--- src/design/rst_seq_pkg.sv ---
// Constants and types shared by the reset sequencer files.
// Assumes a single 100 MHz clock; all delays but the crystal start-up count are counted from it.
package rst_seq_pkg;

	// Clock and the timebase derived from it, standing in for the timer oscillator
	localparam int CLK_NS      = 10;
	localparam int TICK_NS     = 1000;
	localparam int TICK_CYC    = TICK_NS / CLK_NS;
	localparam int TICK_W      = 7;

	// Power-up delay, in milliseconds and in timebase ticks
	localparam int POWER_UP_DELAY_TIMER_MS       = 72;
	localparam int POWER_UP_DELAY_TIMER_TICKS_DEF = POWER_UP_DELAY_TIMER_MS * 1000000 / TICK_NS;

	// Short RC-option delay, in microseconds and in ticks
	localparam int RCDLY_US    = 250;
	localparam int RCDLY_TICKS = RCDLY_US * 1000 / TICK_NS;

	// Oscillator start-up length in crystal input periods
	localparam int OST_CYC     = 1024;
	localparam int CNT_W       = 17;

	// Shortest master-clear pulse honoured, rounded up to cycles
	localparam int MASTER_CLEAR_PIN_MIN_NS  = 2000;
	localparam int MASTER_CLEAR_PIN_MIN_CYC = (MASTER_CLEAR_PIN_MIN_NS + CLK_NS - 1) / CLK_NS;
	localparam int XTAL_MIN_CYC = 1;

	// Register port
	localparam int AW = 4;
	localparam int DW = 8;
	localparam logic [AW-1:0] OFS_CONFIG = 4'h0;
	localparam logic [AW-1:0] OFS_STATUS = 4'h4;
	localparam logic [AW-1:0] OFS_STATE  = 4'h8;

	typedef enum logic [1:0] {
		RESISTOR_CAPACITOR_OSC_MODE,
		LOW_POWER_CRYSTAL_MODE,
		STANDARD_CRYSTAL_MODE,
		HIGH_SPEED_CRYSTAL_MODE
	} osc_mode_t;

	// Configuration: bit0 delay enable (low), bits2:1 mode,
	// bit3 brown-out enable, bit4 internal/external RC option
	typedef struct packed {
		logic      rc_option;
		logic      brownout_detect_enable;
		osc_mode_t osc;
		logic      power_up_delay_enable_n;
	} cfg_t;
	localparam int   CFG_W   = $bits(cfg_t);
	localparam cfg_t CFG_RST = cfg_t'(5'h00);

	// Cause flags, all active low except none; bit0 upward
	typedef struct packed {
		logic parity_error_reset;
		logic brownout_reset;
		logic power_on;
		logic powerdown_flag;
		logic watchdog_expired_flag;
	} cause_t;
	localparam int     CAUSE_W   = $bits(cause_t);
	localparam cause_t CAUSE_RST = cause_t'(5'h1B);

	typedef enum logic [2:0] {
		K_NONE, K_POR, K_MASTER_CLEAR_PIN_RUN, K_MASTER_CLEAR_PIN_SLEEP,
		K_WDT_RUN, K_WDT_WAKE, K_BOR, K_PER
	} reset_kind_t;

	typedef enum logic [2:0] {
		S_RUN, S_SLEEP, S_BROWN, S_POWER_UP_DELAY_TIMER, S_OST, S_RCDLY, S_PULSE
	} seq_state_t;

endpackage

--- src/design/pin_filter.sv ---
// Two-flop synchroniser with a stability filter for a pin.
// Assumes the pin is asynchronous to clk.
module pin_filter
	import rst_seq_pkg::*;
#(
	parameter int   STABLE = 1,
	parameter logic INIT   = 1'b0
) (
	// Clock and reset
	input  wire logic clk,
	input  wire logic nrst,
	// Pin and filtered level
	input  wire logic pin,
	output logic      level
);

	logic            sync1;
	logic            sync2;
	logic [CNT_W-1:0] cnt;

	always_ff @(posedge clk or negedge nrst) begin
		if (!nrst) begin
			sync1 <= INIT;
			sync2 <= INIT;
		end else begin
			sync1 <= pin;
			sync2 <= sync1;
		end
	end

	// Level follows only after STABLE equal samples
	always_ff @(posedge clk or negedge nrst) begin
		if (!nrst) begin
			cnt   <= '0;
			level <= INIT;
		end else if (sync2 == level) begin
			cnt <= '0;
		end else if (cnt == CNT_W'(STABLE - 1)) begin
			cnt   <= '0;
			level <= sync2;
		end else begin
			cnt <= cnt + 1'b1;
		end
	end
endmodule

--- src/design/reset_timeout_sequencer.sv ---
// Reset sequencer: reset causes, power-up delay, start-up counter.
// Assumes detector flags are synchronous to clk; pins are not.
module reset_timeout_sequencer
	import rst_seq_pkg::*;
#(
	parameter int POWER_UP_DELAY_TIMER_TICKS = POWER_UP_DELAY_TIMER_TICKS_DEF
) (
	// Clock and reset
	input  wire logic          clk,
	input  wire logic          nrst,
	// Pins
	input  wire logic          master_clear_pin,
	input  wire logic          crystal_input_pin,
	// Analog detector flags
	input  wire logic          por_detect,
	input  wire logic          brownout_low,
	input  wire logic          osc_amp_ok,
	// Core events
	input  wire logic          watchdog_timeout,
	input  wire logic          sleep_enter,
	input  wire logic          wake_interrupt,
	input  wire logic          parity_error,
	// Register port
	input  wire logic [AW-1:0] reg_addr,
	input  wire logic [DW-1:0] reg_wdata,
	input  wire logic          reg_wr,
	input  wire logic          reg_rd,
	output logic      [DW-1:0] reg_rdata,
	// Core control
	output logic               core_reset,
	output logic               reg_init,
	output logic               core_stall,
	output logic               wake_resume,
	output logic               sleeping,
	output logic      [1:0]    phase,
	output reset_kind_t        reset_kind
);

	cfg_t             cfg;
	cause_t           cause;
	cause_t           next_cause;
	seq_state_t       state;
	seq_state_t       next_state;
	reset_kind_t      next_kind;
	logic [CNT_W-1:0] cnt;
	logic [TICK_W-1:0] div;
	logic             tick;
	logic             master_clear_pin_ok;
	logic             master_clear_pin_low;
	logic             master_clear_pin_prev;
	logic             master_clear_pin_fall;
	logic             xtal;
	logic             xtal_prev;
	logic             xtal_edge;
	logic             bor_active;
	logic             waking;
	logic             next_waking;
	logic             hold;

	function automatic logic is_crystal(input cfg_t c);
		return c.osc != RESISTOR_CAPACITOR_OSC_MODE;
	endfunction

	// Time-out taken in place of the power-up delay, or on wake from sleep
	function automatic seq_state_t after_delay(input cfg_t c);
		if (is_crystal(c))
			return S_OST;
		else if (c.rc_option)
			return S_RCDLY;
		else
			return S_RUN;
	endfunction

	pin_filter #(
		.STABLE (MASTER_CLEAR_PIN_MIN_CYC),
		.INIT   (1'b1)
	) u_master_clear_pin (
		.clk   (clk),
		.nrst  (nrst),
		.pin   (master_clear_pin),
		.level (master_clear_pin_ok)
	);

	pin_filter #(
		.STABLE (XTAL_MIN_CYC),
		.INIT   (1'b0)
	) u_xtal (
		.clk   (clk),
		.nrst  (nrst),
		.pin   (crystal_input_pin),
		.level (xtal)
	);

	assign master_clear_pin_low   = !master_clear_pin_ok;
	assign master_clear_pin_fall  = master_clear_pin_prev && !master_clear_pin_ok;
	assign xtal_edge  = xtal && !xtal_prev;
	assign bor_active = cfg.brownout_detect_enable && brownout_low;
	assign tick       = div == TICK_W'(TICK_CYC - 1);

	always_ff @(posedge clk or negedge nrst) begin
		if (!nrst) begin
			master_clear_pin_prev <= 1'b1;
			xtal_prev <= 1'b0;
		end else begin
			master_clear_pin_prev <= master_clear_pin_ok;
			xtal_prev <= xtal;
		end
	end

	// Free-running timebase standing in for the delay oscillator
	always_ff @(posedge clk or negedge nrst) begin
		if (!nrst)
			div <= '0;
		else if (tick)
			div <= '0;
		else
			div <= div + 1'b1;
	end

	always_comb begin
		next_state  = state;
		next_waking = waking;
		if (por_detect) begin
			next_waking = 1'b0;
			if (!cfg.power_up_delay_enable_n)
				next_state = S_POWER_UP_DELAY_TIMER;
			else
				next_state = after_delay(cfg);
		end else if (bor_active) begin
			next_waking = 1'b0;
			next_state  = S_BROWN;
		end else begin
			unique case (state)
				S_RUN: begin
					if (!master_clear_pin_low && (watchdog_timeout || parity_error))
						next_state = S_PULSE;
					else if (!master_clear_pin_low && sleep_enter)
						next_state = S_SLEEP;
				end
				S_SLEEP: begin
					if (master_clear_pin_low) begin
						next_state = after_delay(cfg);
					end else if (watchdog_timeout || wake_interrupt) begin
						next_waking = 1'b1;
						next_state  = after_delay(cfg);
					end
				end
				S_BROWN:
					next_state = S_POWER_UP_DELAY_TIMER;
				S_POWER_UP_DELAY_TIMER: begin
					if (tick && cnt == CNT_W'(POWER_UP_DELAY_TIMER_TICKS - 1))
						next_state = is_crystal(cfg) ? S_OST : S_RUN;
				end
				S_OST: begin
					if (xtal_edge && osc_amp_ok
					    && cnt == CNT_W'(OST_CYC - 1))
						next_state = S_RUN;
				end
				S_RCDLY: begin
					if (tick && cnt == CNT_W'(RCDLY_TICKS - 1))
						next_state = S_RUN;
				end
				S_PULSE:
					next_state = S_RUN;
			endcase
		end
		if (next_state == S_RUN)
			next_waking = 1'b0;
	end

	always_ff @(posedge clk or negedge nrst) begin
		if (!nrst) begin
			state  <= S_POWER_UP_DELAY_TIMER;
			waking <= 1'b0;
		end else begin
			state  <= next_state;
			waking <= next_waking;
		end
	end

	// One counter serves every time-out; cleared on each new state
	always_ff @(posedge clk or negedge nrst) begin
		if (!nrst)
			cnt <= '0;
		else if (next_state != state || state == S_BROWN || por_detect)
			cnt <= '0;
		else if (state == S_OST && xtal_edge && osc_amp_ok)
			cnt <= cnt + 1'b1;
		else if ((state == S_POWER_UP_DELAY_TIMER || state == S_RCDLY) && tick)
			cnt <= cnt + 1'b1;
	end

	// Reset kind and cause flags; hardware events override writes
	always_comb begin
		next_cause = cause;
		next_kind  = reset_kind;
		if (reg_wr && reg_addr == OFS_STATUS) begin
			next_cause.parity_error_reset = reg_wdata[4];
			next_cause.brownout_reset     = reg_wdata[3];
			next_cause.power_on           = reg_wdata[2];
		end
		if (por_detect) begin
			next_kind                        = K_POR;
			next_cause.power_on              = 1'b0;
			next_cause.watchdog_expired_flag = 1'b1;
			next_cause.powerdown_flag        = 1'b1;
		end else if (bor_active) begin
			if (state != S_BROWN) begin
				next_kind                        = K_BOR;
				next_cause.brownout_reset        = 1'b0;
				next_cause.watchdog_expired_flag = 1'b1;
				next_cause.powerdown_flag        = 1'b1;
			end
		end else if (state == S_RUN) begin
			if (master_clear_pin_fall) begin
				next_kind = K_MASTER_CLEAR_PIN_RUN;
			end else if (!master_clear_pin_low && watchdog_timeout) begin
				next_kind                        = K_WDT_RUN;
				next_cause.watchdog_expired_flag = 1'b0;
				next_cause.powerdown_flag        = 1'b1;
			end else if (!master_clear_pin_low && parity_error) begin
				next_kind                     = K_PER;
				next_cause.parity_error_reset = 1'b0;
			end else if (!master_clear_pin_low && sleep_enter) begin
				next_cause.watchdog_expired_flag = 1'b1;
				next_cause.powerdown_flag        = 1'b0;
			end
		end else if (state == S_SLEEP) begin
			if (master_clear_pin_low) begin
				next_kind                        = K_MASTER_CLEAR_PIN_SLEEP;
				next_cause.watchdog_expired_flag = 1'b1;
				next_cause.powerdown_flag        = 1'b0;
			end else if (watchdog_timeout) begin
				next_kind                        = K_WDT_WAKE;
				next_cause.watchdog_expired_flag = 1'b0;
				next_cause.powerdown_flag        = 1'b0;
			end
		end
	end

	always_ff @(posedge clk or negedge nrst) begin
		if (!nrst) begin
			cause      <= CAUSE_RST;
			reset_kind <= K_POR;
		end else begin
			cause      <= next_cause;
			reset_kind <= next_kind;
		end
	end

	always_ff @(posedge clk or negedge nrst) begin
		if (!nrst)
			cfg <= CFG_RST;
		else if (reg_wr && reg_addr == OFS_CONFIG)
			cfg <= cfg_t'(reg_wdata[CFG_W-1:0]);
	end

	always_ff @(posedge clk or negedge nrst) begin
		if (!nrst)
			reg_rdata <= '0;
		else if (!reg_rd)
			reg_rdata <= '0;
		else
			unique case (reg_addr)
				OFS_CONFIG: reg_rdata <= DW'(cfg);
				OFS_STATUS: reg_rdata <= DW'(cause);
				OFS_STATE:  reg_rdata <= {1'h0, waking, reset_kind, state};
				default:    reg_rdata <= '0;
			endcase
	end

	// Core hold: time-outs, filtered master-clear, brown-out
	assign hold = (next_state != S_RUN && next_state != S_SLEEP)
	              || master_clear_pin_low || bor_active || por_detect;

	always_ff @(posedge clk or negedge nrst) begin
		if (!nrst) begin
			core_reset  <= 1'b1;
			reg_init    <= 1'b1;
			core_stall  <= 1'b1;
			sleeping    <= 1'b0;
			wake_resume <= 1'b0;
		end else begin
			core_reset  <= hold && !next_waking;
			reg_init    <= hold && !next_waking;
			core_stall  <= hold || next_state == S_SLEEP;
			sleeping    <= next_state == S_SLEEP;
			wake_resume <= next_state == S_RUN && !hold
			               && (waking || state == S_SLEEP);
		end
	end

	// Four-phase instruction clock, parked at the first phase
	always_ff @(posedge clk or negedge nrst) begin
		if (!nrst)
			phase <= 2'h0;
		else if (hold || next_state == S_SLEEP || core_stall)
			phase <= 2'h0;
		else
			phase <= phase + 2'h1;
	end
endmodule

--- config.mk ---
export PLATFORM = sky130hd
export DESIGN_NAME = reset_timeout_sequencer
export DESIGN_NICKNAME = d
export VERILOG_FILES = /design/src/design/rst_seq_pkg.sv /design/src/design/pin_filter.sv /design/src/design/reset_timeout_sequencer.sv
export SDC_FILE = /design/constraint.sdc
export NUM_CORES = 1
export LEC_CHECK = 0
export BUFFER_PORTS_ARGS = -buffer_cell sky130_fd_sc_hd__buf_2
export CAP_MARGIN = 25
export CORE_MARGIN = 2
export CORE_UTILIZATION = 40
export DETAILED_ROUTE_END_ITERATION = 10
export GPL_TIMING_DRIVEN = 0
export SLEW_MARGIN = 20
export SYNTH_ARGS = -nofsm -noshare
export SYNTH_HDL_FRONTEND = slang
export SYNTH_SLANG_ARGS = --single-unit
--- constraint.sdc ---
create_clock -name clk -period 2.6 [get_ports clk]
set_clock_uncertainty 0.15 [all_clocks]
set_input_delay 0.39 -clock clk [delete_from_list [all_inputs] [get_ports clk]]
set_output_delay 0.39 -clock clk [all_outputs]
set_load 0.02 [all_outputs]
==> Yosys cells after proc, flatten, opt, wreduce, memory -nomap -nowiden <==
Cells that the tools add are included.
{ "totals": {"reg_bits": 97, "latch_bits": 0, "ramBits": 0, "mem_bits_ro": 0, "in_bits": 25, "out_inout_bits": 18, "word_cells": 172, "memories": 0} }
{ "classes": {"n_addsub": 5, "n_mul": 0, "n_div": 0, "order_cmp": 0, "n_eq_ne": 25, "shift": 0, "mux": 62, "bitwise_logic": 2, "n_reduce_logical": 48} }
{ "op_table": {"columns": ["operator", "count"], "rows": [
  ["$mux 17", 7],
  ["$mux 3", 24],
  ["$add 17x1->17 const B", 3],
  ["$eq 17x8->1 const B", 2],
  ["$mux 2", 13],
  ["$pmux 3 s7", 1],
  ["$pmux 7 s3", 1],
  ["$logic_and 1x1->1", 20],
  ["$eq 17x10->1 const B", 1],
  ["$eq 17x17->1 const B", 1],
  ["$logic_not 17->1", 1],
  ["$mux 1", 14],
  ["$mux 7", 2],
  ["$logic_or 1x1->1", 11],
  ["$ne 5x5->1 const B", 2],
  ["$eq 3x3->1 const B", 3],
  ["$add 7x1->7 const B", 1],
  ["$eq 7x7->1 const B", 1],
  ["$eq 3x1->1 const B", 2],
  ["$eq 3x2->1 const B", 2],
  ["$logic_not 3->1", 2],
  ["$ne 3x2->1 const B", 2],
  ["$ne 6x4->1 const B", 1],
  ["$reduce_and 6->1", 1],
  ["other kinds (16)", 24]
]} }

==> Logic depth before layout (Yosys ltp) <==
{ "logic_depth": {"depth_word": 16, "depth_mapped": 10, "ltp_nobuf": 7} }

==> Hierarchy <==
From an unflattened synthesis, not the netlist that was laid out.
{ "unflattened": {"cells_unflattened": 494, "hier_area_um2": 4946.0} }
{ "by_module_without_submodules": {"columns": ["module", "n_inst", "cells_each", "area_per_inst_um2", "seq_area_each_um2"], "rows": [
  ["reset_timeout_sequencer", 1, 307, 2985.4, 1413.9],
  ["pin_filter at u_xtal", 1, 96, 1012.2, 500.5],
  ["pin_filter at u_master_clear_pin", 1, 91, 948.4, 504.2]
]} }

==> Least setup slack after synthesis <==
No wires, ideal clock.
{ "synth_path": {"path_kind": "reg2reg", "startpoint": "reg div[0]", "endpoint": "reg cnt[10]", "setup_time_ps": 87, "arrival_time_ps": 2571, "required_ps": 2363, "slack_ps": -208, "path_stages_with_launch": 11, "path_buffers": 3, "synth_period_minus_slack_ps": 2808, "cell_sequence": "dfrtp_1 -> ha_1 -> nand4bb_2 -> nor4_4 -> a311oi_1 -> and4b_1 -> buf_6 -> or4b_4 -> buf_6 -> buf_12 -> a211oi_2"} }
{ "synth_via": {"elab_chain_cells": 10, "elab_cells_between_ends": 14, "cone_classes": "eq/ne: 2; mux: 6; reduce/logical: 6"} }
{ "synth_lines": {"columns": ["element", "line_no", "rtl"], "rows": [
  ["start: declaration", "reset_timeout_sequencer.sv:46", "logic [TICK_W-1:0] div;"],
  ["start signal: assignment", "reset_timeout_sequencer.sv:117", "div <= div + 1'b1;"],
  ["$eq 7x7->1 *", "reset_timeout_sequencer.sv:98", "assign tick = div == TICK_W'(TICK_CYC - 1);"],
  ["$logic_and 1x1->1 (on tied branches)", "reset_timeout_sequencer.sv:160, reset_timeout_sequencer.sv:151", null],
  ["$mux 3 (on tied branches)", "reset_timeout_sequencer.sv:160, reset_timeout_sequencer.sv:151", null],
  ["$pmux 3 s7", "reset_timeout_sequencer.sv:133", "unique case (state)"],
  ["$mux 3", "reset_timeout_sequencer.sv:129", "end else if (bor_active) begin"],
  ["$mux 3", "reset_timeout_sequencer.sv:123", "if (por_detect) begin"],
  ["$ne 3x3->1", "reset_timeout_sequencer.sv:185", "else if (next_state != state || state == S_BROWN || por_detect)"],
  ["$logic_or 1x1->1 (2 in series)", "reset_timeout_sequencer.sv:185", null],
  ["$reduce_bool 3->1 (no source line) / $mux 17 (equally long branches)", null, null],
  ["end signal: assignment", "reset_timeout_sequencer.sv:188", "cnt <= cnt + 1'b1;"],
  ["end signal: assignment", "reset_timeout_sequencer.sv:190", "cnt <= cnt + 1'b1;"],
  ["end: declaration", "reset_timeout_sequencer.sv:45", "logic [CNT_W-1:0] cnt;"]
]} }
Mark *: on every way between the ends. The rest lies on a longest branch, timed or not.
A chain may end at the register's enable or synchronous reset.

==> Worst setup path in the final report <==
{ "layout_path": {"startpoint": "reg cnt[13]", "endpoint": "reg cnt[9]"} }
{ "layout_via": {"elab_chain_cells": 10, "elab_cells_between_ends": 17, "cone_classes": "eq/ne: 4; mux: 7; reduce/logical: 6"} }
{ "layout_lines": {"columns": ["element", "line_no", "rtl"], "rows": [
  ["$eq 17x8->1, or another cell as far along", "reset_timeout_sequencer.sv:160", "if (tick && cnt == CNT_W'(RCDLY_TICKS - 1))"],
  ["$logic_and 1x1->1 (on tied branches)", "reset_timeout_sequencer.sv:160, reset_timeout_sequencer.sv:151, reset_timeout_sequencer.sv:156", null],
  ["$mux 3 (on tied branches)", "reset_timeout_sequencer.sv:160, reset_timeout_sequencer.sv:151, reset_timeout_sequencer.sv:155", null],
  ["$pmux 3 s7 *", "reset_timeout_sequencer.sv:133", null],
  ["$mux 3 *", "reset_timeout_sequencer.sv:129", null],
  ["$mux 3 *", "reset_timeout_sequencer.sv:123", null],
  ["$ne 3x3->1 *", "reset_timeout_sequencer.sv:185", null],
  ["$logic_or 1x1->1 * (2 in series)", "reset_timeout_sequencer.sv:185", null],
  ["$reduce_bool 3->1 (no source line) / $mux 17 (equally long branches)", null, null]
]} }
Marked as above.

==> key figures <==
Global route
  • Initial antenna violation count: 0
  • Number of global-route vias before repair: 3793
  • Grt total ovfl: 0
  • First-pass GRT wire length: 18400 µm
  • Largest net degree at the start of global routing: 50
  • Overall Global Routing Usage: 17.3%

Placed design
  • DP HPWL: 7520 µm
  • Final Wtd Congestion: 0.844
  • Placed cells: 697
  • Port buffer count: 36

Floorplan
  • Num rows: 40
  • Die Wd: 116 µm
  • Die area: 0.0133 mm²
  • Die span in y: 116 µm
  • Initial Util: 41.2%
  • # IOs: 43
  • Core area: 0.0121 mm²

Worst setup path
  • Critical path class: register to register
  • CP cell instances: or4_4 -> nor4_4 -> nand3_1 -> and4b_2 -> or4b_4 -> buf_12 -> a211oi_2
  • Max incr delay on CP: 0.65 ns
  • FF-to-FF End: cnt[9]
  • Reg2reg start: cnt[13]
  • Arrival @ worst endpoint: 2.99 ns
  • R2R Setup Slk: -0.28 ns
  • Setup crit end kind: register
  • Reg2Reg Depth: 7
  • Slowest CP cell: or4b_4
  • CP startpoint: cnt[13]
  • CP Data Required Time: 2.71 ns
  • Worst-path maximum fanout: 5
  • Worst Setup Start Kind: register

Synthesis
  • Post-synth EDFFs: 0
  • Sequential area share after synthesis: 48.6%
  • Synth area leader: dfrtp_1
  • Post-Synthesis Net Count: 522
  • Largest cells by area after synthesis: dfrtp_1, dfstp_2, xor2_1
  • FFs w/ async S/R, synth: 100%
  • Syn Inst Count: 491
  • Mean Syn Cell Area: 10.1 µm²
  • Yosys reg bits: 96
  • Synth top area share: 41.8%
  • Most common flop cell mapped by yosys: dfrtp_1
  • Synth Warn #: 0
  • Netlist cell types: 59
  • Post-synthesis cell area: 0.00497 mm²

Finish
  • Most frequent cells in the layout: dfrtp_1, nor2_1, nand2_1, buf_2, xor2_1
  • Non-filler cells in the finished layout: 731
  • Layout area overhead: 21.5%
  • # nets final: 589
  • Sequential Area: 0.00242 mm²
  • ANT cells: 0
  • Fill cells: 1094
  • Commonest non-fill, non-tap cell in the layout: dfrtp_1
  • Area occupied by multi-input gates: 0.00257 mm²
  • Share of layout cells above drive strength 1: 24.3%

Power
  • Switching Power: 1.48 mW
  • Fraction of power consumed by combinational cells: 29.5%
  • Clock share of power: 31.5%
  • Cell Pwr Density: 728 mW/mm²
  • Reg power frac: 38.9%
  • Sw frac: 33.6%
  • Max rail drop VDD: 0.349 mV
  • Total power: 4.40 mW
  • Leak pwr: 2.52 nW
  • Internal Pwr Total: 2.92 mW

Outcome
  • Outcome: complete, but fails checks
  • Failing checks: setup timing

Routing
  • Initial DRC count: 212
  • # DRC: 0
  • Aggregate routed wire length: 11100 µm
  • Vias post-DR: 3869
  • Post-DRT Antenna Nets: 0
  • DR WL/cell: 15.2 µm
  • TritonRoute pass-1 iters: 4
  • Avg Vias per Cell: 5.29

STA
  • RSZ-0062 raised after global routing: yes
  • Final setup violation count: 24
  • Slew HR: 43.3%
  • Period minus WS final: 2.88 ns
  • Fin. Hold Viols: 0
  • Least-Margin Pin Slew: 0.830 ns
  • Fmax: 0.347 GHz
  • Final WS setup: -0.283 ns
  • Tcrit/Tclk final: 111%
  • Max-slew violations: 0

Min path
  • WHS Endpoint: cause[4]
  • Worst Hold Path Cells: 2
  • Min-Delay Startpoint: parity_error
  • Tightest Hold Check Type: input pin to register

Clocking
  • Clock Tree Buf Depth: 2
  • H-tree depth: 3
  • CTS tree: done
  • Clock buffer count from CTS: 9
  • Clock sink count: 96
  • Clock Tree Root: clkbuf_16
  • Worst-skew pair later-pin latency: 0.35 ns
  • Clk slew on worst S/H paths: 0.07 ns

Job
  • Max_cap viols: 0
==> synth_stat cells (8+ instances only) <==
cell      count
nand3_1      26
dfrtp_1      83
mux2i_1       8
xor2_1       33
a211oi_2     11
nor4_1        8
dfstp_2      13
nor2_1       68
nand2_1      37
and3_1       18
a21oi_1      22
a211oi_1     12
clkbuf_1     10
nor3_1        9
mux2_2       10
o21ai_0      12
xnor2_1      19
==> critical path, delay by kind of cell (launching register included) <==
kind | cells | cell delay [ns]
flip-flops | 1 | 0.41
AND/OR/NAND/NOR | 5 | 1.88
AO/OA/AOI/OAI | 1 | 0.17
buffers and inverters | 1 | 0.18
==> registers in the layout, summed over array words and instances, names as in the netlist, 2 cells and up <==
register / flops
reset_kind: 3
state: 3
cfg: 5
phase: 2
cause: 5
div: 7
u_xtal.cnt: 17
reg_rdata: 7
cnt: 17
u_master_clear_pin.cnt: 17
==> what timing repair did <==
action | 4_1_cts | 5_1_grt
hold endpoints to repair | 45 | 0
resized for setup | 20 | 15
setup endpoints to repair | 22 | 25
hold buffers | 3 | 0
gates cloned | 2 | 0
pin swaps | 6 | 8
setup buffers | 8 | 8
==> routing by layer <==
| metal | global-route usage [%] | vias to the layer above | part of all wire, % |
|---|---|---|---|
| li1 | - | 1881 | - |
| met5 | 0 | - | 0 |
| met2 | 27.7 | 95 | 47 |
| met3 | 2.51 | 26 | 4.3 |
| met4 | 6.91 | 0 | 2.2 |
| met1 | 23.7 | 1867 | 46 |
==> power by group through the flow <==
| stage | logic (mW) | registers, mW | clock network [mW] |
|---|---|---|---|
| after floorplan | 0.714 | 1.72 | 0 |
| after global placement | 1.00 | 1.71 | 0 |
| after detailed placement | 1.02 | 1.72 | 0 |
| after CTS | 1.18 | 1.71 | 1.42 |
| after global routing | 1.40 | 1.73 | 1.49 |
| final | 1.30 | 1.71 | 1.39 |
==> worst max-delay path by stage <==
stage / endpoint / slack (ns)
6_report: cnt[9] / -0.28
5_1_grt: cnt[9] / -0.36
4_1_cts: cnt[3] / -0.31
3_5_place_dp: cnt[9] / -0.74
2_1_floorplan: cnt[10] / -0.12
3_3_place_gp: cnt[8] / -0.69
==> kinds of logic (layout without fill, tap and decap cells) <==
| family | Yosys count | after routing | share of synthesized area (%) |
|---|---|---|---|
| AND/OR/NAND/NOR | 216 | 216 | 22.6 |
| flip-flops | 96 | 96 | 48.6 |
| AO/OA/AOI/OAI | 79 | 79 | 11.4 |
| XOR/XNOR | 52 | 52 | 9.16 |
| buffers and inverters | 23 | 95 | 2.69 |
| multiplexers | 18 | 18 | 3.87 |
| adder cells (fa/ha/maj) | 6 | 6 | 1.51 |
| other | 1 | 1 | 0.0754 |
==> layout make-up <==
| type | instances | share of cell area, % |
|---|---|---|
| buffer | 14 | 1.51 |
| clock buffer | 10 | 3.96 |
| clock inverter | 6 | 1.20 |
| inverter | 6 | 0.373 |
| multi-input combinational | 372 | 42.5 |
| sequential | 96 | 40.0 |
| tap | 168 | 3.48 |
| timing repair buffer | 59 | 6.96 |
==> stage by stage <==
stage                     util, %  setup slack (ns)  setup TNS [ns]  area [µm²]  hold WS, ns
final                        50.1            -0.283           -5.33        6040       0.0831
after detailed placement     44.9            -0.739          -10.53        5410        0.186
after global routing         50.1            -0.359           -7.43        6040       0.0906
after global placement       44.5            -0.688           -9.43        5370        0.183
after CTS                    49.0            -0.309           -6.01        5910       0.0751
after floorplan                 -            -0.116           -1.21        4980      -0.0556
Power figures use the tool's default switching activity.
